$ cat src/common/ftar_defines.vh
`ifndef FTAR_DEFINES_VH
`define FTAR_DEFINES_VH

// Register indices on the CPU register port
`define FTAR_IDX_START      4'h0
`define FTAR_IDX_TRAN       4'h1
`define FTAR_IDX_PROG       4'h2
`define FTAR_IDX_PERASE     4'h3
`define FTAR_IDX_MERASE     4'h4
`define FTAR_IDX_END        4'h5
`define FTAR_IDX_MEND       4'h6
`define FTAR_IDX_RCV        4'h7
`define FTAR_IDX_DIV        4'h8
`define FTAR_IDX_FUNC       4'h9
`define FTAR_IDX_PROT       4'ha
`define FTAR_IDX_CAS        4'hb
`define FTAR_IDX_FUNC_ALIAS 4'hc
`define FTAR_IDX_PROT_ALIAS 4'hd
`define FTAR_IDX_CAS_ALIAS  4'he

// Reset values, applied only when the array is idle at reset
`define FTAR_RST_START  8'h18
`define FTAR_RST_TRAN   8'h30
`define FTAR_RST_PROG   8'h16
`define FTAR_RST_PERASE 8'h04
`define FTAR_RST_MERASE 8'hea
`define FTAR_RST_END    8'h18
`define FTAR_RST_MEND   8'h3c
`define FTAR_RST_RCV    8'h04
`define FTAR_RST_DIV    5'h04

// Phase length multipliers as shift amounts
`define FTAR_SH_ONE   4'h0
`define FTAR_SH_PROG  4'h3
`define FTAR_SH_ERASE 4'hc
`define FTAR_SH_MEND  4'h3

// Code area start fields
`define FTAR_CAS_LO_W   11
`define FTAR_BOOT_LSB   0
`define FTAR_BOOT_W     4

// Cycles after reset release before straps are trusted
`define FTAR_INIT_CYC 2'h3

// Operation kinds
`define FTAR_OP_PROG   2'h0
`define FTAR_OP_PERASE 2'h1
`define FTAR_OP_MERASE 2'h2

`endif

$ cat src/hw/ftar_delay.v
// Counts a loaded number of prescaler ticks, then pulses done
module ftar_delay #(
   parameter W = 21
) (
   input wire i_clk,          // System clock
   input wire i_nrst,         // Async reset, active low
   input wire i_load,         // Start a new delay
   input wire [W-1:0] i_len,  // Length in ticks, at least one
   input wire i_tick,         // Prescaler output enable
   output reg o_done          // One-cycle pulse at the end
);

   reg [W-1:0] cnt_q;
   reg run_q;

   // ************************************
   // Down counter
   // ************************************
   always @(posedge i_clk or negedge i_nrst)
   begin
      if (!i_nrst)
      begin
         cnt_q <= {W{1'b0}};
         run_q <= 1'b0;
         o_done <= 1'b0;
      end
      else
      begin
         o_done <= 1'b0;
         if (i_load)
         begin
            cnt_q <= i_len - {{(W-1){1'b0}}, 1'b1};
            run_q <= 1'b1;
         end
         else if (run_q && i_tick)
         begin
            if (cnt_q == {W{1'b0}})
            begin
               run_q <= 1'b0;
               o_done <= 1'b1;
            end
            else
               cnt_q <= cnt_q - {{(W-1){1'b0}}, 1'b1};
         end
      end
   end

endmodule // ftar_delay

$ cat src/hw/ftar_top.v
`include "ftar_defines.vh"

module ftar_top #(
   parameter DW = 21
) (
   input wire i_clk,                // System clock, 40 MHz
   input wire i_nrst,               // Async reset, active low
   input wire [3:0] i_reg_idx,      // Register index
   input wire i_reg_wr,             // Register write strobe
   input wire i_reg_rd,             // Register read strobe
   input wire [7:0] i_reg_wdata,    // Write data
   output reg [15:0] o_reg_rdata,   // Read data, one cycle late
   input wire i_op_start,           // Start program or erase
   input wire [1:0] i_op_kind,      // Operation kind
   input wire i_array_busy,         // Array busy, from outside
   input wire [15:0] i_func_word,   // Function word of info block 0
   input wire [15:0] i_prot_word,   // Protection word of info block 1
   input wire [15:0] i_cas_addr,    // Code area address straps
   output reg o_flash_busy,         // Busy flag
   output reg o_prog_pulse,         // Programming pulse to array
   output reg o_erase_pulse,        // Erase pulse to array
   output reg o_op_done,            // Operation finished pulse
   output reg o_init_done,          // Straps captured
   output reg [15:0] o_prot_word,   // Active protection settings
   output reg [15:0] o_code_area_start // Branch displacement
);

   localparam S_IDLE = 3'h0;
   localparam S_START = 3'h1;
   localparam S_TRAN = 3'h2;
   localparam S_PULSE = 3'h3;
   localparam S_END = 3'h4;
   localparam S_RCV = 3'h5;

   reg [7:0] start_delay_reload_q;
   reg [7:0] transition_time_reload_q;
   reg [7:0] program_pulse_reload_q;
   reg [7:0] page_erase_pulse_reload_q;
   reg [7:0] module_erase_pulse_reload_q;
   reg [7:0] end_delay_reload_q;
   reg [7:0] module_erase_end_reload_q;
   reg [7:0] recovery_delay_reload_q;
   reg [4:0] prescale_divisor_q;
   reg [15:0] function_word_copy_q;
   reg [15:0] protection_word_copy_q;
   reg [15:0] code_area_start_q;

   reg busy_s1_q;
   reg busy_s2_q;
   reg [15:0] func_s1_q;
   reg [15:0] func_s2_q;
   reg [15:0] prot_s1_q;
   reg [15:0] prot_s2_q;
   reg [15:0] cas_s1_q;
   reg [15:0] cas_s2_q;
   reg [1:0] init_cnt_q;
   reg init_done_q;

   reg [4:0] div_cnt_q;
   reg tick_q;
   reg [2:0] state_q;
   reg [2:0] state_d;
   reg [1:0] kind_q;
   reg load_q;
   reg [7:0] len_cnt;
   reg [3:0] len_sh;
   reg [DW-1:0] len;
   wire dly_done;
   wire seq_busy;
   wire wr_ok;

   assign seq_busy = (state_q != S_IDLE);
   assign wr_ok = i_reg_wr && !seq_busy && init_done_q;

   // ************************************
   // Synchronisers for array-side inputs
   // ************************************
   // Two flops ahead of any logic
   always @(posedge i_clk or negedge i_nrst)
   begin
      if (!i_nrst)
      begin
         busy_s1_q <= 1'b0;
         busy_s2_q <= 1'b0;
         func_s1_q <= 16'h0000;
         func_s2_q <= 16'h0000;
         prot_s1_q <= 16'h0000;
         prot_s2_q <= 16'h0000;
         cas_s1_q <= 16'h0000;
         cas_s2_q <= 16'h0000;
      end
      else
      begin
         busy_s1_q <= i_array_busy;
         busy_s2_q <= busy_s1_q;
         func_s1_q <= i_func_word;
         func_s2_q <= func_s1_q;
         prot_s1_q <= i_prot_word;
         prot_s2_q <= prot_s1_q;
         cas_s1_q <= i_cas_addr;
         cas_s2_q <= cas_s1_q;
      end
   end

   // ************************************
   // Reset capture
   // ************************************
   // Waits for synchronised straps after release
   always @(posedge i_clk or negedge i_nrst)
   begin
      if (!i_nrst)
      begin
         init_cnt_q <= 2'h0;
         init_done_q <= 1'b0;
      end
      else if (!init_done_q)
      begin
         if (init_cnt_q == `FTAR_INIT_CYC)
            init_done_q <= 1'b1;
         else
            init_cnt_q <= init_cnt_q + 2'h1;
      end
   end

   // Auto-read words sampled once per reset, never written by CPU
   always @(posedge i_clk)
   begin
      if (!init_done_q && init_cnt_q == `FTAR_INIT_CYC)
      begin
         function_word_copy_q <= func_s2_q;
         protection_word_copy_q <= prot_s2_q;
         code_area_start_q <= {cas_s2_q[15],
            prot_s2_q[`FTAR_BOOT_LSB +: `FTAR_BOOT_W],
            cas_s2_q[`FTAR_CAS_LO_W-1:0]};
      end
   end

   // ************************************
   // Timing reload registers
   // ************************************
   // Held through reset; defaults only if array was idle
   always @(posedge i_clk)
   begin
      if (!init_done_q && init_cnt_q == `FTAR_INIT_CYC)
      begin
         if (!busy_s2_q)
         begin
            start_delay_reload_q <= `FTAR_RST_START;
            transition_time_reload_q <= `FTAR_RST_TRAN;
            program_pulse_reload_q <= `FTAR_RST_PROG;
            page_erase_pulse_reload_q <= `FTAR_RST_PERASE;
            module_erase_pulse_reload_q <= `FTAR_RST_MERASE;
            end_delay_reload_q <= `FTAR_RST_END;
            module_erase_end_reload_q <= `FTAR_RST_MEND;
            recovery_delay_reload_q <= `FTAR_RST_RCV;
            prescale_divisor_q <= `FTAR_RST_DIV;
         end
      end
      else if (wr_ok)
      begin
         case (i_reg_idx)
            `FTAR_IDX_START: start_delay_reload_q <= i_reg_wdata;
            `FTAR_IDX_TRAN: transition_time_reload_q <= i_reg_wdata;
            `FTAR_IDX_PROG: program_pulse_reload_q <= i_reg_wdata;
            `FTAR_IDX_PERASE: page_erase_pulse_reload_q <= i_reg_wdata;
            `FTAR_IDX_MERASE: module_erase_pulse_reload_q <= i_reg_wdata;
            `FTAR_IDX_END: end_delay_reload_q <= i_reg_wdata;
            `FTAR_IDX_MEND: module_erase_end_reload_q <= i_reg_wdata;
            `FTAR_IDX_RCV: recovery_delay_reload_q <= i_reg_wdata;
            `FTAR_IDX_DIV: prescale_divisor_q <= i_reg_wdata[4:0];
            default: ;
         endcase
      end
   end

   // ************************************
   // Register read port
   // ************************************
   // Registered read data, unmapped reads give zero
   always @(posedge i_clk or negedge i_nrst)
   begin
      if (!i_nrst)
         o_reg_rdata <= 16'h0000;
      else if (i_reg_rd)
      begin
         case (i_reg_idx)
            `FTAR_IDX_START: o_reg_rdata <= {8'h00, start_delay_reload_q};
            `FTAR_IDX_TRAN: o_reg_rdata <= {8'h00, transition_time_reload_q};
            `FTAR_IDX_PROG: o_reg_rdata <= {8'h00, program_pulse_reload_q};
            `FTAR_IDX_PERASE: o_reg_rdata <= {8'h00, page_erase_pulse_reload_q};
            `FTAR_IDX_MERASE: o_reg_rdata <= {8'h00, module_erase_pulse_reload_q};
            `FTAR_IDX_END: o_reg_rdata <= {8'h00, end_delay_reload_q};
            `FTAR_IDX_MEND: o_reg_rdata <= {8'h00, module_erase_end_reload_q};
            `FTAR_IDX_RCV: o_reg_rdata <= {8'h00, recovery_delay_reload_q};
            `FTAR_IDX_DIV: o_reg_rdata <= {11'h000, prescale_divisor_q};
            `FTAR_IDX_FUNC: o_reg_rdata <= function_word_copy_q;
            `FTAR_IDX_PROT: o_reg_rdata <= protection_word_copy_q;
            `FTAR_IDX_CAS: o_reg_rdata <= code_area_start_q;
            `FTAR_IDX_FUNC_ALIAS: o_reg_rdata <= function_word_copy_q;
            `FTAR_IDX_PROT_ALIAS: o_reg_rdata <= protection_word_copy_q;
            `FTAR_IDX_CAS_ALIAS: o_reg_rdata <= code_area_start_q;
            default: o_reg_rdata <= 16'h0000;
         endcase
      end
   end

   // ************************************
   // Prescaler
   // ************************************
   // One tick every divisor plus one clocks
   always @(posedge i_clk or negedge i_nrst)
   begin
      if (!i_nrst)
      begin
         div_cnt_q <= 5'h00;
         tick_q <= 1'b0;
      end
      else if (init_done_q && div_cnt_q >= prescale_divisor_q)
      begin
         div_cnt_q <= 5'h00;
         tick_q <= 1'b1;
      end
      else
      begin
         div_cnt_q <= init_done_q ? div_cnt_q + 5'h01 : 5'h00; // Held clear until init
         tick_q <= 1'b0;
      end
   end

   // ************************************
   // Phase length selection
   // ************************************
   // Count and multiplier of the phase just entered
   always @*
   begin
      len_cnt = start_delay_reload_q;
      len_sh = `FTAR_SH_ONE;
      case (state_q)
         S_TRAN: len_cnt = transition_time_reload_q;
         S_PULSE:
         begin
            if (kind_q == `FTAR_OP_PROG)
            begin
               len_cnt = program_pulse_reload_q;
               len_sh = `FTAR_SH_PROG;
            end
            else if (kind_q == `FTAR_OP_PERASE)
            begin
               len_cnt = page_erase_pulse_reload_q;
               len_sh = `FTAR_SH_ERASE;
            end
            else
            begin
               len_cnt = module_erase_pulse_reload_q;
               len_sh = `FTAR_SH_ERASE;
            end
         end
         S_END:
         begin
            if (kind_q[1]) // Codes 2 and 3 both module erase
            begin
               len_cnt = module_erase_end_reload_q;
               len_sh = `FTAR_SH_MEND;
            end
            else
               len_cnt = end_delay_reload_q;
         end
         S_RCV: len_cnt = recovery_delay_reload_q;
         default: len_cnt = start_delay_reload_q;
      endcase
      len = ({{(DW-8){1'b0}}, len_cnt} + {{(DW-1){1'b0}}, 1'b1}) << len_sh;
   end

   ftar_delay #(
      .W(DW)
   ) ftar_delay_i (
      .i_clk(i_clk),
      .i_nrst(i_nrst),
      .i_load(load_q),
      .i_len(len),
      .i_tick(tick_q),
      .o_done(dly_done)
   );

   // ************************************
   // Operation sequencer
   // ************************************
   // Next phase on each delay end
   always @*
   begin
      state_d = state_q;
      case (state_q)
         S_IDLE:
            if (i_op_start && init_done_q)
               state_d = S_START;
         S_START:
            if (dly_done)
               state_d = S_TRAN;
         S_TRAN:
            if (dly_done)
               state_d = S_PULSE;
         S_PULSE:
            if (dly_done)
               state_d = S_END;
         S_END:
            if (dly_done)
               state_d = S_RCV;
         S_RCV:
            if (dly_done)
               state_d = S_IDLE;
         default: state_d = S_IDLE;
      endcase
   end

   // State, delay load and array strobes
   always @(posedge i_clk or negedge i_nrst)
   begin
      if (!i_nrst)
      begin
         state_q <= S_IDLE;
         kind_q <= `FTAR_OP_PROG;
         load_q <= 1'b0;
         o_flash_busy <= 1'b0;
         o_prog_pulse <= 1'b0;
         o_erase_pulse <= 1'b0;
         o_op_done <= 1'b0;
         o_init_done <= 1'b0;
         o_prot_word <= 16'h0000;
         o_code_area_start <= 16'h0000;
      end
      else
      begin
         state_q <= state_d;
         load_q <= (state_d != state_q) && (state_d != S_IDLE);
         if (state_q == S_IDLE && state_d == S_START)
            kind_q <= i_op_kind;
         o_flash_busy <= (state_d != S_IDLE);
         o_prog_pulse <= (state_d == S_PULSE) && (kind_q == `FTAR_OP_PROG);
         o_erase_pulse <= (state_d == S_PULSE) && (kind_q != `FTAR_OP_PROG);
         o_op_done <= (state_q == S_RCV) && (state_d == S_IDLE);
         o_init_done <= init_done_q;
         if (init_done_q)
         begin
            o_prot_word <= protection_word_copy_q;
            o_code_area_start <= code_area_start_q;
         end
      end
   end

endmodule // ftar_top

$ cat config.mk
export PLATFORM = sky130hd
export DESIGN_NAME = ftar_top
export DESIGN_NICKNAME = d
export VERILOG_FILES = /design/src/hw/ftar_delay.v /design/src/hw/ftar_top.v
export VERILOG_INCLUDE_DIRS = /design/src /design/src/common
export SDC_FILE = /design/constraint.sdc
export NUM_CORES = 1
export LEC_CHECK = 0
export BUFFER_PORTS_ARGS = -buffer_cell sky130_fd_sc_hd__buf_2
export CAP_MARGIN = 20
export CORE_MARGIN = 2
export CORE_UTILIZATION = 60
export DETAILED_ROUTE_END_ITERATION = 12
export PLACE_DENSITY = 0.79
export SLEW_MARGIN = 10
export SYNTH_ARGS = -nofsm -noshare
export SYNTH_HDL_FRONTEND = slang
export SYNTH_HIERARCHICAL = 1
export SYNTH_SLANG_ARGS = --single-unit
export TNS_END_PERCENT = 1
$ cat constraint.sdc
create_clock -name i_clk -period 8.6 [get_ports i_clk]
set_clock_uncertainty 0.2 [all_clocks]
set_input_delay 0.43 -clock i_clk [delete_from_list [all_inputs] [get_ports i_clk]]
set_output_delay 0.43 -clock i_clk [all_outputs]
set_load 0.01 [all_outputs]
======== Yosys cells after proc, flatten, opt, wreduce, memory -nomap -nowiden ========
Index checks and enable logic that the tools add are counted.
storage, ports and cells
  register bits after elaboration ......... 306
  input bits .............................. 68
  output and inout port bits .............. 53
  word-level logic and storage cells ...... 184
cells by class
  add/sub/neg operators ................... 5
  magnitude comparators ................... 1
  equal/unequal tests ..................... 26
  shift-type cells ........................ 1
  multiplexer cells ....................... 63
  bitwise logic cells ..................... 2
  reduce and logical (&&, ||, !) cells .... 48
operator list
  kind                                                 number
  two-way mux 8 bit                                    33
  case mux 16 bit (12 select lines)                    1
  two-way mux 21 bit                                   3
  subtractor 21 x 1 -> 21 bit (second input constant)  2
  case mux 8 bit (4 select lines)                      1
  two-way mux 5 bit                                    6
  == test 4 bit (second input constant)                7
  AND reduction 3 bit                                  9
  nonzero test 2 bit                                   13
  logical NOT 21 bit                                   1
  left shift 9 x 4 -> 21 bit                           1
  two-way mux 3 bit                                    6
  case mux 3 bit (6 select lines)                      1
  == test 4 x 3 -> 1 bit (second input constant)       4
  logical AND 1 bit                                    11
  adder 8 x 1 -> 9 bit (second input constant)         1
  == test 3 x 2 -> 1 bit (second input constant)       3
  two-way mux 1 bit                                    9
  == test 4 x 2 -> 1 bit (second input constant)       2
  case mux 4 bit (2 select lines)                      1
  == test 3 x 1 -> 1 bit (second input constant)       2
  == test 3 bit (second input constant)                2
  logical NOT 3 bit                                    2
  AND reduction 2 bit                                  3
  16 further kinds                                     22

======== Longest topological paths before layout ========
Gate-level depths: netlist (run 1).
  depth in word-level cells ............... 8
  mapped depth ............................ 18
  mapped depth without buffers ............ 16

======== Hierarchy ========
Netlist (run 1), hierarchy kept.
by module, submodules not included
  module      instances  cells each  area an instance (um2)  sequential area each (um2)
  ftar_top    1          730         10366.2                 7247.0
  ftar_delay  1          223         1939.4                  575.6

======== Worst setup path after synthesis (run 1) ========
No wires, ideal clock.
  path type ............................... flip-flop to flip-flop
  start ................................... register state_q[2]
  end ..................................... register ftar_delay_i.cnt_q[19]
  setup time .............................. 140 ps
  arrival ................................. 3714 ps
  required time ........................... 8260 ps
  setup slack ............................. 4546 ps
  stages on the path, launching flop included .. 15
  buffers on the path ..................... 2
  clock period less this slack ............ 4054 ps
  cell sequence ........................... dfrtp_1 ha_1 buf_2 buf_2 o2111ai_1 o211ai_1 nand2_1 or4b_1 xor2_1 o22ai_1 nor4b_2 o22ai_2 or4_4 nor4b_2 a211oi_2
between the ends
  cells in the longest elaborated chain, start to end .. 6
  elaborated cells between the ends (all ways) .. 10
  classes of those cells .................. add/sub: 2; eq/ne: 4; shift: 1; mux: 3
ends and longest elaborated chain
  what                                                     RTL line         source
  start, declared                                          ftar_top.v:61    reg [2:0] state_q;
  start signal, assigned                                   ftar_top.v:333   state_q <= state_d;
  == test 3 bit or == test 3 x 2 -> 1 bit (tied branches)  ftar_top.v:238   case (state_q)
  case mux 8 bit (4 select lines)                          ftar_top.v:238
  adder 8 x 1 -> 9 bit                                     ftar_top.v:271   len = ({{(DW-8){1'b0}}, len_cnt} + {{(DW-1){1'b0}}, 1'b1}) << len_sh;
  left shift 9 x 4 -> 21 bit *                             ftar_top.v:271
  named net len[7]                                         ftar_top.v:67    reg [DW-1:0] len;
  subtractor 21 x 1 -> 21 bit *                            ftar_delay.v:32  cnt_q <= i_len - {{(W-1){1'b0}}, 1'b1};
  two-way mux 21 bit *                                     ftar_delay.v:30  if (i_load)
  end signal, assigned                                     ftar_delay.v:23  cnt_q <= {W{1'b0}};
  end signal, assigned                                     ftar_delay.v:32
  end signal, assigned                                     ftar_delay.v:43  cnt_q <= cnt_q - {{(W-1){1'b0}}, 1'b1};
  end, declared                                            ftar_delay.v:13  reg [W-1:0] cnt_q;
The timed path passes the listed nets; every way through them passes the cells marked *.
A chain may end at the register's enable or synchronous reset.

======== Worst setup path after layout (run 1) ========
Same ends and word-level chain as after synthesis.

==> impl.org, run 1 <==
** Yosys
- After synthesis, flip-flops and latches occupy 63.57% of the total area.
- Post-synth top area share :: a little over a third
- After synthesis the netlist holds a flip-flop and latch count of 290.
- In this run the cell area of the synthesized design comes to 12310 um^2.
- The largest total area in the synthesized netlist belongs to sky130_fd_sc_hd__dfrtp_1.
- Measured against the total synthesized area, the mux share comes to 6.141%.
- Number of enable flip-flop cells after synthesis :: 113
- Of the total synthesized cell area, the portion taken by XOR and XNOR cells is 1.922%.
- Summing the areas of all compound-gate instances in the mapped netlist gives between 10% and 20% of the synthesized area.
- Mapped Cells :: 953
- Synth cell types :: 86
- Largest cells by area after synthesis :: sky130_fd_sc_hd__dfrtp_1 (36%), sky130_fd_sc_hd__edfxtp_1 (28%), sky130_fd_sc_hd__mux2_2 (3.3%)
- Counting every net in the synthesized netlist gives 1031.
- Yosys printed 6 warnings.
- In the synthesized netlist the dominant register cell turns out to be sky130_fd_sc_hd__dfrtp_1.
- A synthesized cell averages 12.91 um^2.
- Dominant combinational cell family by area after synthesis :: simple AND/OR/NAND/NOR gates
- For this run, asynchronously set or reset flops after synthesis account for 61.03%.
- Area share of fa/ha/maj cells after synthesis :: 1.017%
- Post-synthesis share of cell area spent on and, or, nand and nor gates :: between 10 and 15%

** GRT
- The first global-routing pass estimated between 40 and 50 mm of wire.
- Entering global routing, the biggest net connects 99 pins.
- In the global route stage, overall resource usage came out at 29.56%.
- Summed over all layers, the global routing overflow is 0.
- The number of global-route vias before repair was between 8000 and 9000.
- The number of antenna violations at the first check in global routing was 0.

** Drt
- First-pass iteration count of the detailed router :: 7
- For this block, the via count after detailed routing is 8701.
- The final layout contains routed wiring with a total length of 31.95 mm.
- The detailed router finished its first iteration with between 1000 and 1500 violations.
- Average wire per standard cell :: 22.72 um
- Via-per-instance ratio :: 6.188
- In this run the remaining antenna-violating nets after routing total 0.
- Number of remaining DRC errors :: 0

** STA
- At the pin with the least slew margin, the transition time is ~1.2 ns.
- Highest achievable clock rate :: 184.5 MHz
- Accumulated negative setup slack :: 0 ns
- Setup repair after global routing left no endpoint under its margin.
- Share of the clock period used by the worst path after layout :: 63.04%
- Final hold violation count :: 0
- Worst hold slack :: 0.09332 ns
- Setup violations remaining at the end of the flow were counted as 0.
- For the finished layout, the period the worst path requires is ~5.4 ns.
- The count of final max-slew check failures was 0.
- Worst-case headroom to the max-slew limit :: 21.64%

** Power and ir drop
- Design Power :: 3331 uW
- Summed over all nets, the switching power comes to 876.2 uW.
- The clock network accounts for between 40% and 50% of the total power.
- Internal power consumption :: ~2500 uW
- Summed over all cells, the static leakage comes to 0.005921 uW.
- Dividing total power by cell area gives a power density of 227.2 nW/um^2.
- Per report_power, the sequential group accounts for 47.7% of the total.
- Combinational cells account for 11.9% of the total power.
- IR analysis of the VDD net gives a maximum drop of 0.0002400 V.
- Net switching is 26.31% of the power.

** Die
- Chip height :: 147.2 um
- The die covers between 20000 and 25000 um^2.
- Number of standard-cell rows in the floorplan :: 52
- In this run the count of I/O pins placed on the die edge is 121.
- Starting density of the core :: 61.01%
- The core region is 20170 um^2.
- Measured along the x axis, the die boundary spans 147.2 um.

** Placed design
- Final HPWL from detailed placement :: 18.34 mm
- Global placement routability congestion :: 0.9157
- Input and output buffers added on the ports amount to 116.
- Counting tap cells, the placed design contains a total of 1295 instances.

** Clock tree
- Maximum buffer depth of the clock tree :: 3
- For this design, the sink count on the clock tree is 290.
- Clock-pin slew was measured on the worst setup and hold paths at 0.07 ns.
- Buffers inserted during post-CTS setup optimization :: 0
- Clock latency reported for the late side of the worst-skew pair :: 0.57 ns
- Clock root buffer :: sky130_fd_sc_hd__clkbuf_16
- CTS tree :: done
- Maximum level of the CTS H-tree :: 1
- Counting the buffers created by CTS gives 29.

** Critical path
- Kind of critical path :: flop to flop
- Worst setup slack for register-to-register paths :: between 3 and 4 ns
- Kind of capture point of the worst setup path :: flop
- Critical path required time :: 8.87 ns
- Crit Reg-Reg Startpoint :: state_q[2]
- In this run the worst path has a maximum fanout of 22.
- The number of cells on the worst reg-to-reg path is 13.
- STA classifies the critical path startpoint as a flop.
- Data arrives at the worst endpoint at 5.69 ns.
- The endpoint identified for the worst register-to-register timing path is ftar_delay_i/cnt_q[19].

** Worst hold path
- The worst hold path belongs to the class input port to flop.
- The worst hold path was traced through 2 stages.
- The path with the worst hold slack has its endpoint at end_delay_reload_q[0].
- The worst hold path begins at i_reg_wdata[0].

** Layout
- In the final design database the tool counted 1191 nets.
- Compared with the post-synthesis result, the final layout area differs by 19.11%.
- Commonest non-fill, non-tap cells in the layout :: sky130_fd_sc_hd__dfrtp_1 (177), sky130_fd_sc_hd__buf_2 (115), sky130_fd_sc_hd__edfxtp_1 (113)
- Commonest non-fill, non-tap cell in the layout :: sky130_fd_sc_hd__dfrtp_1
- The repair_antennas step left the layout with diodes totalling 0.
- Layout cell share with drive strength beyond 1 :: 22.01%
- Leaving out filler cells and counting taps, the final layout contains 1406.

** Outcome
- The flow ran to the end, and the final reports show no timing, DRC or antenna violations.

** Job
- Max-cap violations :: 0
sequential cells by signal, indices dropped and copies added, names as in the netlist, 16 cells and up:
register,cells
ftar_delay_i/cnt_q,21
func_s1_q,16
func_s2_q,16
function_word_copy_q,16
o_prot_word,16
o_reg_rdata,16
prot_s1_q,16
prot_s2_q,16
protection_word_copy_q,16
power by group through the flow:
| stage | clock [uW] | combinational [uW] | sequential (uW) |
|---|---|---|---|
| after floorplan | 0 | 261 | 1590 |
| after global placement | 0 | 349 | 1610 |
| after detailed placement | 0 | 361 | 1610 |
| after CTS | 1340 | 389 | 1580 |
| after global routing | 1410 | 439 | 1600 |
| final | 1340 | 397 | 1590 |
per-layer routing:
metal,vias up,track usage (%),share of wire (%)
li1,3840,-,-
met1,4293,37.61,37
met2,477,51.40,51
met3,91,5.000,8.2
met4,0,10.96,4.1
met5,-,0,0
how the worst max path moves through the flow:
| stage | cells past startpoint | slack, ns | to | start |
|---|---|---|---|---|
| 6_report | 13 | 3.18 | ftar_delay_i/cnt_q[19] | state_q[2] |
| 4_1_cts | 13 | 3.23 | ftar_delay_i/cnt_q[19] | state_q[2] |
| 3_3_place_gp | 13 | 3.27 | ftar_delay_i/cnt_q[19] | state_q[2] |
| 3_5_place_dp | 13 | 3.26 | ftar_delay_i/cnt_q[19] | state_q[2] |
| 5_1_grt | 14 | 2.77 | ftar_delay_i/cnt_q[13] | state_q[2] |
| 2_1_floorplan | 14 | 4.55 | ftar_delay_i/cnt_q[19] | state_q[2] |
synthesized netlist by cell type (all sizes together), types with 6 or more instances:
cell	count
and3	6
o21ai	41
o211ai	7
dfrtp	177
a211oi	6
clkbuf	26
inv	39
ha	10
xnor2	13
a222oi	10
a31oi	10
buf	27
nand2b	21
a21oi	31
mux2	46
mux2i	17
nand2	49
nor3	15
xor2	14
a22o	6
nand3	18
nor4	9
nor2	70
a22oi	10
nor3b	6
nor2b	17
a221oi	6
nor4b	7
edfxtp	113
and2	21
o22ai	26
or2	8
worst max-delay path: stages, from the launching register on:
cell and delay [ns]:
sky130_fd_sc_hd__dfrtp_1 0.51, sky130_fd_sc_hd__ha_1 0.86, sky130_fd_sc_hd__nor4bb_1 0.64, sky130_fd_sc_hd__a32oi_1 0.18, sky130_fd_sc_hd__o311ai_4 0.18, sky130_fd_sc_hd__o211a_1 0.24
sky130_fd_sc_hd__or4b_1 0.45, sky130_fd_sc_hd__xor2_1 0.27, sky130_fd_sc_hd__o22ai_1 0.21, sky130_fd_sc_hd__nor4b_2 0.42, sky130_fd_sc_hd__o22ai_2 0.22, sky130_fd_sc_hd__or4_4 0.57
sky130_fd_sc_hd__xor2_1 0.17, sky130_fd_sc_hd__a211oi_2 0.21
through the flow:
stage          area (um^2)  worst slack, ns  util (%)
4_1_cts              14620            3.226     72.49
5_1_grt              14660            2.773     72.67
3_5_place_dp         13040            3.261     64.66
6_report             14660            3.179     72.67
2_1_floorplan        12310            4.546         -
3_3_place_gp         13040            3.274     64.66
area by class of cell:
class / count / area [um^2]
Clock buffer: 37 / 827.0
Clock inverter: 17 / 201.4
Fill cell: 1253 / 5513
Inverter: 39 / 146.4
Multi-Input combinational cell: 571 / 4081
Sequential cell: 290 / 7823
Tap cell: 270 / 337.8
Timing Repair Buffer: 182 / 1240
timing repair:
| item | CTS | global route |
|---|---|---|
| endpoints found under the hold margin | 157 | 0 |
| hold buffers | 55 | 0 |
| gates resized for setup | 0 | 0 |
cell families (layout without fill, tap and decap cells):
| logic type | Yosys count | after routing |
|---|---|---|
| flip-flops | 290 | 290 |
| AND/OR/NAND/NOR | 267 | 267 |
| AO/OA/AOI/OAI | 201 | 201 |
| buffers and inverters | 92 | 275 |
| multiplexers | 66 | 66 |
| XOR/XNOR | 27 | 27 |
| adder cells (fa/ha/maj) | 10 | 10 |
(Power assumes the default switching activity.)
==> run 2: changes to the inputs <==
--- a/config.mk
+++ b/config.mk
@@ -6,12 +6,13 @@
 export SDC_FILE = /design/constraint.sdc
 export NUM_CORES = 1
 export LEC_CHECK = 0
+export ABC_AREA = 1
 export BUFFER_PORTS_ARGS = -buffer_cell sky130_fd_sc_hd__buf_2
 export CAP_MARGIN = 20
 export CORE_MARGIN = 2
-export CORE_UTILIZATION = 60
+export CORE_UTILIZATION = 59
 export DETAILED_ROUTE_END_ITERATION = 12
-export PLACE_DENSITY = 0.79
+export PLACE_DENSITY = 0.78
 export SLEW_MARGIN = 10
 export SYNTH_ARGS = -nofsm -noshare
 export SYNTH_HDL_FRONTEND = slang
==> constraint.sdc (replaced) <==
create_clock -name i_clk -period 5 [get_ports i_clk]
set_clock_uncertainty 0.2 [all_clocks]
set_input_delay 0.25 -clock i_clk [delete_from_list [all_inputs] [get_ports i_clk]]
set_output_delay 0.25 -clock i_clk [all_outputs]
set_load 0.01 [all_outputs]
==> run 2 against run 1 <==
Net effect: via count is 9.3% higher; routed wire length down 3.6%; final area rose by 0.54%; largest cell class unchanged; largest power group unchanged; highest routed layer unchanged.
==> impl.org, run 2 <==
** Outcome
- The run finished with clean final reports.

** Drt
- First-pass iteration count of the detailed router :: 6
- In the routed design, unresolved DRC markers number 0.
- In the final routed layout, each cell accounts on average for 17.61 um.
- Via count of the routed design :: 9510
- Total wire length after detailed routing :: 30.80 mm
- Post-detailed-route count of antenna-violating nets :: 0
- Via-per-instance ratio :: 5.437
- Detailed router's first-iteration violation count :: around 1100

** Critical path
- The worst setup path is captured at a flop.
- By startpoint and endpoint, the worst setup path is classified as flop to flop.
- CP Max Fanout :: 21
- Nature of the critical path startpoint :: flop
- Critical Path AT :: 4.14 ns
- At the worst endpoint, the required time is 5.22 ns.

** Clock tree
- CTS built an H-tree with a depth of 1.
- The root buffer cell chosen for the clock tree is sky130_fd_sc_hd__clkbuf_16.
- Clock tree synthesis found a total of 290 sinks.
- Maximum buffer depth of the clock tree :: 3
- Clock latency reported for the late side of the worst-skew pair :: 0.55 ns
- Once the clock tree was built, the setup fixing pass inserted 0 buffers.
- Number of buffers added by the clock tree synthesis step :: 29
- Register clock-pin slew on the reported worst setup and hold paths :: 0.06 ns
- TritonCTS built the clock tree.

** Job
- Across the run, the number of max-cap violations was 0.

** Die
- I/O pins :: 121
- Number of standard-cell rows in the floorplan :: 52
- Starting density of the core :: 60.51%
- The die covers 22060 um^2.
- Chip height :: about 150 um
- Standard cell core area :: 20360 um^2
- Chip width :: 148.5 um

** Yosys
- By area the synthesized netlist is led by sky130_fd_sc_hd__dfrtp_1 (36%), sky130_fd_sc_hd__edfxtp_1 (28%), sky130_fd_sc_hd__nand2_1 (14%).
- Commonest cells in the synthesized netlist :: sky130_fd_sc_hd__nand2_1 (460), sky130_fd_sc_hd__dfrtp_1 (177), sky130_fd_sc_hd__nor2_1 (117)
- Sequential cells were found to cover 63.48% of the synthesized design area.
- FFs w/ async S/R, synth :: 61.03%
- Mapped Cells :: 1278
- Synthesis inferred 290 register bits.
- Number of enable flip-flop cells after synthesis :: 113
- By instance count, the leading cell after synthesis is sky130_fd_sc_hd__nand2_1.
- Top cell type by total area after synthesis :: sky130_fd_sc_hd__dfrtp_1
- Yosys mapped the design onto 42 distinct sky130hd cell types.
- Synthesis produced a netlist with a net count of 1356.
- A synthesized cell averages 9.642 um^2.
- In this run the biggest area consumer among cell types represents 35.94% of the synthesized area.
- Dominant synthesized flop cell :: sky130_fd_sc_hd__dfrtp_1
- The mapped netlist covers 12320 um^2.
- Yosys Warn Count :: 6

** Layout
- Commonest non-fill, non-tap cell in the layout :: sky130_fd_sc_hd__nand2_1
- Synthesis-to-finish area growth :: 19.58%
- Antenna diodes :: 0
- Max FFs per register :: 21
- Final standard cell area without fillers :: 14740 um^2
- At the end of the flow, the number of nets in the layout was 1534.
- The finished layout holds 1749 standard cells, fillers aside.
- Layout cell share with drive strength beyond 1 :: 15.42%
- The library cells used most frequently in the layout, excluding fill and tap cells, are sky130_fd_sc_hd__nand2_1 (460), sky130_fd_sc_hd__dfrtp_1 (177), sky130_fd_sc_hd__nor2_1 (116).
- More flip-flops sit in one register than any other, and that register is ftar_delay_i/cnt_q.

** STA
- Worst-case headroom to the max-slew limit :: 28.00%
- Final setup vio count :: 0
- Tightest Pin Transition :: 1.079 ns
- After layout, the worst path uses ~78% of the clock period.
- Clock period minus final worst setup slack :: 3.922 ns
- The number of failing hold endpoints at the final stage was 0.
- Derived from the worst setup path, the maximum achievable clock frequency is 255.0 MHz.
- Accumulated negative setup slack :: 0 ns
- Final slew viol count :: 0
- Setup repair after global routing left no endpoint under its margin.

** GRT
- Number of antenna violations at the first check in global routing :: 0
- Remaining Overflow, GRT :: 0
- Vias in the first global route :: 9264
- The first global-routing pass estimated 48.19 mm of wire.
- GRT Resource Usage Total :: 28.31%
- Pin count of the biggest net entering global routing :: 72

** Placed design
- The congestion estimate from routability-driven global placement came to 0.9449.
- During placement, the flow inserted port buffers numbering 116.
- In this run the cell area measured after placement is 13140 um^2.
- Final HPWL from detailed placement :: 20.10 mm
- In this run, placement finished with an instance count of 1637.

** Power and ir drop
- IR analysis of the VDD net gives a maximum drop of 0.0002831 V.
- Power spread over the standard cell area amounts to 444.4 nW/um^2.
- In this run the static leakage power is 0.006763 uW.

** Worst hold path
- Worst Hold Class :: input port to asynchronous set/reset pin
## run 2: cell types whose count changed after synthesis, moves of 21 or more
cell                       previous run  this run
sky130_fd_sc_hd__nor2_1              70       117
sky130_fd_sc_hd__inv_1               38       103
sky130_fd_sc_hd__nand2b_1            21         0
sky130_fd_sc_hd__nand2_1             48       460
sky130_fd_sc_hd__o22ai_1             24         3
sky130_fd_sc_hd__nand3_1             18        64
sky130_fd_sc_hd__mux2_2              36         0
## run 2: path summary, 6_finish.rpt
kind	slack [ns]	start	depth (start not counted)	endpoint
setup / recovery	1.08	kind_q[1]	23	ftar_delay_i/cnt_q[18]
hold / removal	0.08	i_nrst	2	o_prot_word[15]
setup reg to reg	1.08	kind_q[1]	23	ftar_delay_i/cnt_q[18]
hold reg to reg	0.15	prot_s1_q[0]	0	prot_s2_q[0]
max in group asynchronous	3.26	i_nrst	3	busy_s2_q
min in group i_clk	0.13	i_func_word[4]	2	func_s1_q[4]
## run 2: cell families after synthesis
logic type                 Yosys count  share of synthesized area, %
AOI/OAI and AO/OA                  117                         5.838
xor gates and xnor gates             9                        0.6397
adders and majority gates           10                         1.015
buffers and inverters              149                         5.229
DFF                                290                         63.48
and+or+nand+nor                    703                         23.80
## run 2: area by class of cell
| type | count | area [um^2] |
|---|---|---|
| clock inverter | 15 | 167.7 |
| multi-input combinational | 839 | 3894 |
| timing repair buffer | 184 | 1242 |
| clock buffer | 39 | 845.8 |
| sequential | 290 | 7823 |
| fill | 1404 | 5629 |
| tap | 270 | 337.8 |
| inverter | 112 | 425.4 |
## run 2: timing repair
| item | CTS | global route |
|---|---|---|
| endpoints found under the hold margin | 193 | 0 |
| resized for setup | 0 | 0 |
| hold buffers | 58 | 0 |
## run 2: metal layers
layer / vias up / track usage [%] / wire length [um]
met5: - / 0 / 0
met4: 0 / 10.86 / 1079
met3: 63 / 3.804 / 2258
met2: 474 / 47.50 / 14960
met1: 4462 / 38.06 / 12500
li1: 4511 / - / -
## run 2: worst max-delay path, stage by stage (launching register included)
cell and delay, ns:
sky130_fd_sc_hd__dfrtp_1 0.68, sky130_fd_sc_hd__inv_2 0.36, sky130_fd_sc_hd__nand2_1 0.15, sky130_fd_sc_hd__o211ai_1 0.21, sky130_fd_sc_hd__nand2_1 0.10, sky130_fd_sc_hd__a21oi_1 0.23, sky130_fd_sc_hd__ha_1 0.23, sky130_fd_sc_hd__nand2_2 0.09
sky130_fd_sc_hd__nor2_2 0.16, sky130_fd_sc_hd__nand2_1 0.06, sky130_fd_sc_hd__nand2_1 0.09, sky130_fd_sc_hd__nand3_1 0.09, sky130_fd_sc_hd__nand2_1 0.13, sky130_fd_sc_hd__nor2_1 0.06, sky130_fd_sc_hd__inv_1 0.06, sky130_fd_sc_hd__nand2_1 0.04
sky130_fd_sc_hd__nand2_1 0.07, sky130_fd_sc_hd__nand2_1 0.05, sky130_fd_sc_hd__nor2_1 0.16, sky130_fd_sc_hd__nand3_1 0.21, sky130_fd_sc_hd__nor2_1 0.15, sky130_fd_sc_hd__nand2_1 0.06, sky130_fd_sc_hd__nand3_1 0.08, sky130_fd_sc_hd__nand2_1 0.06
## run 2: power breakdown
group          internal (uW)  switching [uW]  leakage, uW
clock network           1350             903     0.000492
logic                    494            1030      0.00314
registers               2640             135      0.00313
## run 2: stage by stage
stage | hold slack [ns] | utilization [%] | worst slack (ns) | power (uW)
2_1_floorplan | -0.2456 | - | 1.883 | 3914
3_3_place_gp | 0.09160 | 64.53 | 1.224 | 4244
3_5_place_dp | 0.09426 | 64.53 | 1.163 | 4274
4_1_cts | 0.08991 | 72.36 | 1.137 | 6559
5_1_grt | 0.1333 | 72.36 | 0.7182 | 6885
6_report | 0.08358 | 72.36 | 1.078 | 6548
==> run 3: changes to the inputs <==
--- a/config.mk
+++ b/config.mk
@@ -6,13 +6,13 @@
 export SDC_FILE = /design/constraint.sdc
 export NUM_CORES = 1
 export LEC_CHECK = 0
-export ABC_AREA = 1
+export ABC_AREA = 0
 export BUFFER_PORTS_ARGS = -buffer_cell sky130_fd_sc_hd__buf_2
 export CAP_MARGIN = 20
 export CORE_MARGIN = 2
-export CORE_UTILIZATION = 59
+export CORE_UTILIZATION = 53
 export DETAILED_ROUTE_END_ITERATION = 12
-export PLACE_DENSITY = 0.78
+export PLACE_DENSITY = 0.74
 export SLEW_MARGIN = 10
 export SYNTH_ARGS = -nofsm -noshare
 export SYNTH_HDL_FRONTEND = slang
==> constraint.sdc (replaced) <==
create_clock -name i_clk -period 3.1 [get_ports i_clk]
set_clock_uncertainty 0.2 [all_clocks]
set_input_delay 0.155 -clock i_clk [delete_from_list [all_inputs] [get_ports i_clk]]
set_output_delay 0.155 -clock i_clk [all_outputs]
set_load 0.01 [all_outputs]
==> run 3 against run 2 <==
Net effect: the run now ends with negative setup slack left; total power up 41%; critical endpoint is now ftar_delay_i/cnt_q[19]; first-iteration DRC count down 28%; combinational power down 9.8%; via count down 3.7%; clock power up 53%; count of clock-buffer cells in the layout down 3; register-to-register slack worse by 2.0 ns; global-route usage up 1.7 points; sequential share of layout area down 4.4 points; non-clock buffer count up 144; routed wire length up 15%; sequential power up 58%.
==> impl.org, run 3 (synthesized netlist as in run 1, its figures left out) <==
** Layout
- The multi-input combinational cells in the finished layout cover a total of 4389 um^2.
- Max FFs per register :: 21
- The finished layout holds roughly 1600 standard cells, fillers aside.
- Leaving out fill and tap cells, the most frequent cell in the layout is sky130_fd_sc_hd__dfrtp_1.
- Net count reported at finish :: 1337
- From synthesis to final layout, the design area changed by 30.72%.
- At the end of the flow the core is filled with cells to 70.83%.
- Total of fill cells in the finished design :: 1490
- In the final layout, flip-flops and latches occupy 7828 um^2.
- Ranked by flip-flop count, first place goes to ftar_delay_i/cnt_q.
- Layout cell share with drive strength beyond 1 :: 33.78%
- Commonest non-fill, non-tap cells in the layout :: sky130_fd_sc_hd__dfrtp_1 (173), sky130_fd_sc_hd__buf_4 (146), sky130_fd_sc_hd__buf_2 (115)

** GRT
- Vias in the first global route :: roughly 9700
- The first global-routing pass estimated 55.82 mm of wire.
- Number of antenna violations at the first check in global routing :: 0
- Pin count of the biggest net entering global routing :: 56
- Remaining Overflow, GRT :: 0
- GRT Resource Usage Total :: 30.02%

** Die
- The region available for standard cell placement spans 22710 um^2.
- Once the floorplan was initialized, standard cells occupied 54.19% of the core.
- In this run the count of I/O pins placed on the die edge is 121.
- From left edge to right edge, the die measures 156.4 um.
- In this run the vertical extent of the chip is roughly 160 um.
- Overall die area :: 24450 um^2
- Number of standard-cell rows in the floorplan :: 55

** Drt
- First-pass iteration count of the detailed router :: 5
- After detailed routing, the total wire length is 35.40 mm.
- Post-detailed-route count of antenna-violating nets :: 0
- The detailed router finished its first iteration with between 700 and 800 violations.
- Using the TritonRoute via totals, the vias-per-cell ratio works out to slightly below 6.
- After detailed routing, the average wire length per cell comes to about 23 um.
- The routed layout has 9154 vias.
- After detailed routing, the number of remaining DRC violations is 0.

** Clock tree
- Counting along the longest clock path gives a buffer depth of 3.
- In this run the number of H-tree levels came out at 1.
- Clock root buffer :: sky130_fd_sc_hd__clkbuf_16
- Number of buffers added by the clock tree synthesis step :: 29
- Clock-pin slew was measured on the worst setup and hold paths at 0.06 ns.
- Clock Sinks :: 290
- TritonCTS built the clock tree.
- Clock latency reported for the late side of the worst-skew pair :: ~0.56 ns

** Critical path
- Category of cells accounting for the largest share of critical-path delay :: simple AND/OR/NAND/NOR gates
- STA classifies the critical path endpoint as a flop.
- Critical path origin :: state_q[2]
- Critical path required time :: 3.36 ns
- The signal on the critical path passes through ha_4, buf_12, o2111ai_2, o211ai_1, ha_4, nand2_2, nor3_2, xor2_1, buf_4, o21ai_2, nor4b_4, o22ai_4, or4_4, xor2_1, a211oi_2.
- Kind of critical path :: flop to flop
- Together, buffers and inverters on the worst path number 2.
- CP Max Fanout :: 9
- Cell type of the slowest stage on the worst timing path :: sky130_fd_sc_hd__or4_4
- Critical path's largest stage delay :: 0.48 ns
- The worst setup path is launched from a flop.
- Crit Reg-Reg Startpoint :: state_q[2]
- Critical Path AT :: 4.27 ns

** Power and ir drop
- Internal power consumption :: about 6700 uW
- Net switching is 27.19% of the power.
- Reported net switching power :: 2509 uW
- Per report_power, the combinational group accounts for 15.0% of the total.
- Static leakage :: 0.006692 uW
- Power density over cell area :: 573.7 nW/um^2
- Power share of the clock group :: 37.4%
- Maximum ir drop on the vdd rail :: 0.0005495 V
- Flop pwr share :: a little under half
- Total power for the finished layout comes to between 9000 and 10000 uW.

** Placed design
- Post-placement setup slack :: -0.9873 ns
- Input and output buffers added on the ports amount to roughly 120.
- Including well taps, the total number of placed cells is ~1400.
- After legalization and detailed placement, the total HPWL measured 22.30 mm.
- Global placement routability congestion :: 0.9550

** STA
- The count of final max-slew check failures was 0.
- The number of failing hold endpoints at the final stage is 0.
- Accumulated negative setup slack :: -12.74 ns
- RSZ-0062 raised after global routing :: true
- For the pin with the worst max-slew slack, the measured transition is 0.9297 ns.
- Setup WS post-layout :: -0.9062 ns
- Static timing analysis puts the maximum clock frequency at 249.6 MHz.
- Headroom to the max-slew limit came out at a little under two fifths.
- Final setup vio count :: 18
- Share of the clock period used by the worst path after layout :: 129.2%
- Clock period minus final worst setup slack :: between 4 and 5 ns

** Worst hold path
- The worst hold path belongs to the class input port to asynchronous set/reset pin.

** Outcome
- The checks that failed: negative setup slack.
- Result of the run :: finished, violations left

** Job
- The tool flagged a number of max-cap violations equal to 0.
## run 3: cell count changes in the layout (fill, tap and decap cells not counted), sizes merged, moves of 14 or more
cell / change
nor2b: +17
buf: +143
mux2: +46
o21ai: -20
nand2: -424
a21oi: +14
and2: +21
nand4: -15
nand3: -47
nand2b: +21
o22ai: +23
nor2: -65
mux2i: +17
inv: -70
## run 3: repair_timing
action                     in CTS  in global routing
hold endpoints to repair      313                  0
resized for setup              27                  8
hold buffers                   59                  0
setup buffers                   8                  0
setup endpoints to repair      19                 20
gates cloned                    1                  0
pin swaps                      23                  6
## run 3: power groups by stage
| stage | clock network (uW) | registers [uW] | logic (uW) |
|---|---|---|---|
| 6_report | 3450 | 4400 | 1380 |
| 3_3_place_gp | 0 | 4440 | 1200 |
| 5_1_grt | 3650 | 4420 | 1530 |
| 4_1_cts | 3470 | 4390 | 1360 |
| 2_1_floorplan | 0 | 4400 | 748 |
| 3_5_place_dp | 0 | 4460 | 1240 |
## run 3: final cells by class
cell class,instances,area share [%]
antenna,1,0.01556
multi-input combinational,571,27.29
timing repair buffer,328,15.14
inverter,39,0.9101
clock buffer,36,4.869
clock inverter,18,0.9023
sequential,290,48.66
tap,285,2.217
## run 3: final timing paths
| check | endpoint | slack, ns | cells past startpoint |
|---|---|---|---|
| min | kind_q[1] | 0.03 | 3 |
| max reg2reg | ftar_delay_i/cnt_q[19] | -0.91 | 15 |
| max in group asynchronous | func_s2_q[14] | 2.26 | 3 |
| max | ftar_delay_i/cnt_q[19] | -0.91 | 15 |
| min reg2reg | func_s2_q[5] | 0.15 | 0 |
| min in group i_clk | func_s1_q[7] | 0.03 | 2 |
## run 3: worst register-to-register path: cells and delay by family, from the launching register on
family	cells	cell delay [ns]
AND/OR/NAND/NOR	4	1.16
adder cells (fa/ha/maj)	2	0.56
flip-flops	1	0.46
buffers and inverters	2	0.29
AO/OA/AOI/OAI	5	0.83
XOR/XNOR	2	0.40
## run 3: per-stage QoR
stage | hold WS [ns] | area (um^2)
after floorplan | -0.3406 | 12500
after CTS | 0.01821 | 16050
after global routing | 0.03209 | 16080
after detailed placement | -0.04074 | 14310
final | 0.02967 | 16090
after global placement | -0.03210 | 14310
## run 3: routing by layer
metal  GRT usage (%)  share of wire, %
met3           5.234               8.3
met2           51.08                49
met5               0                 0
met1           39.35                39
met4           10.05               3.4
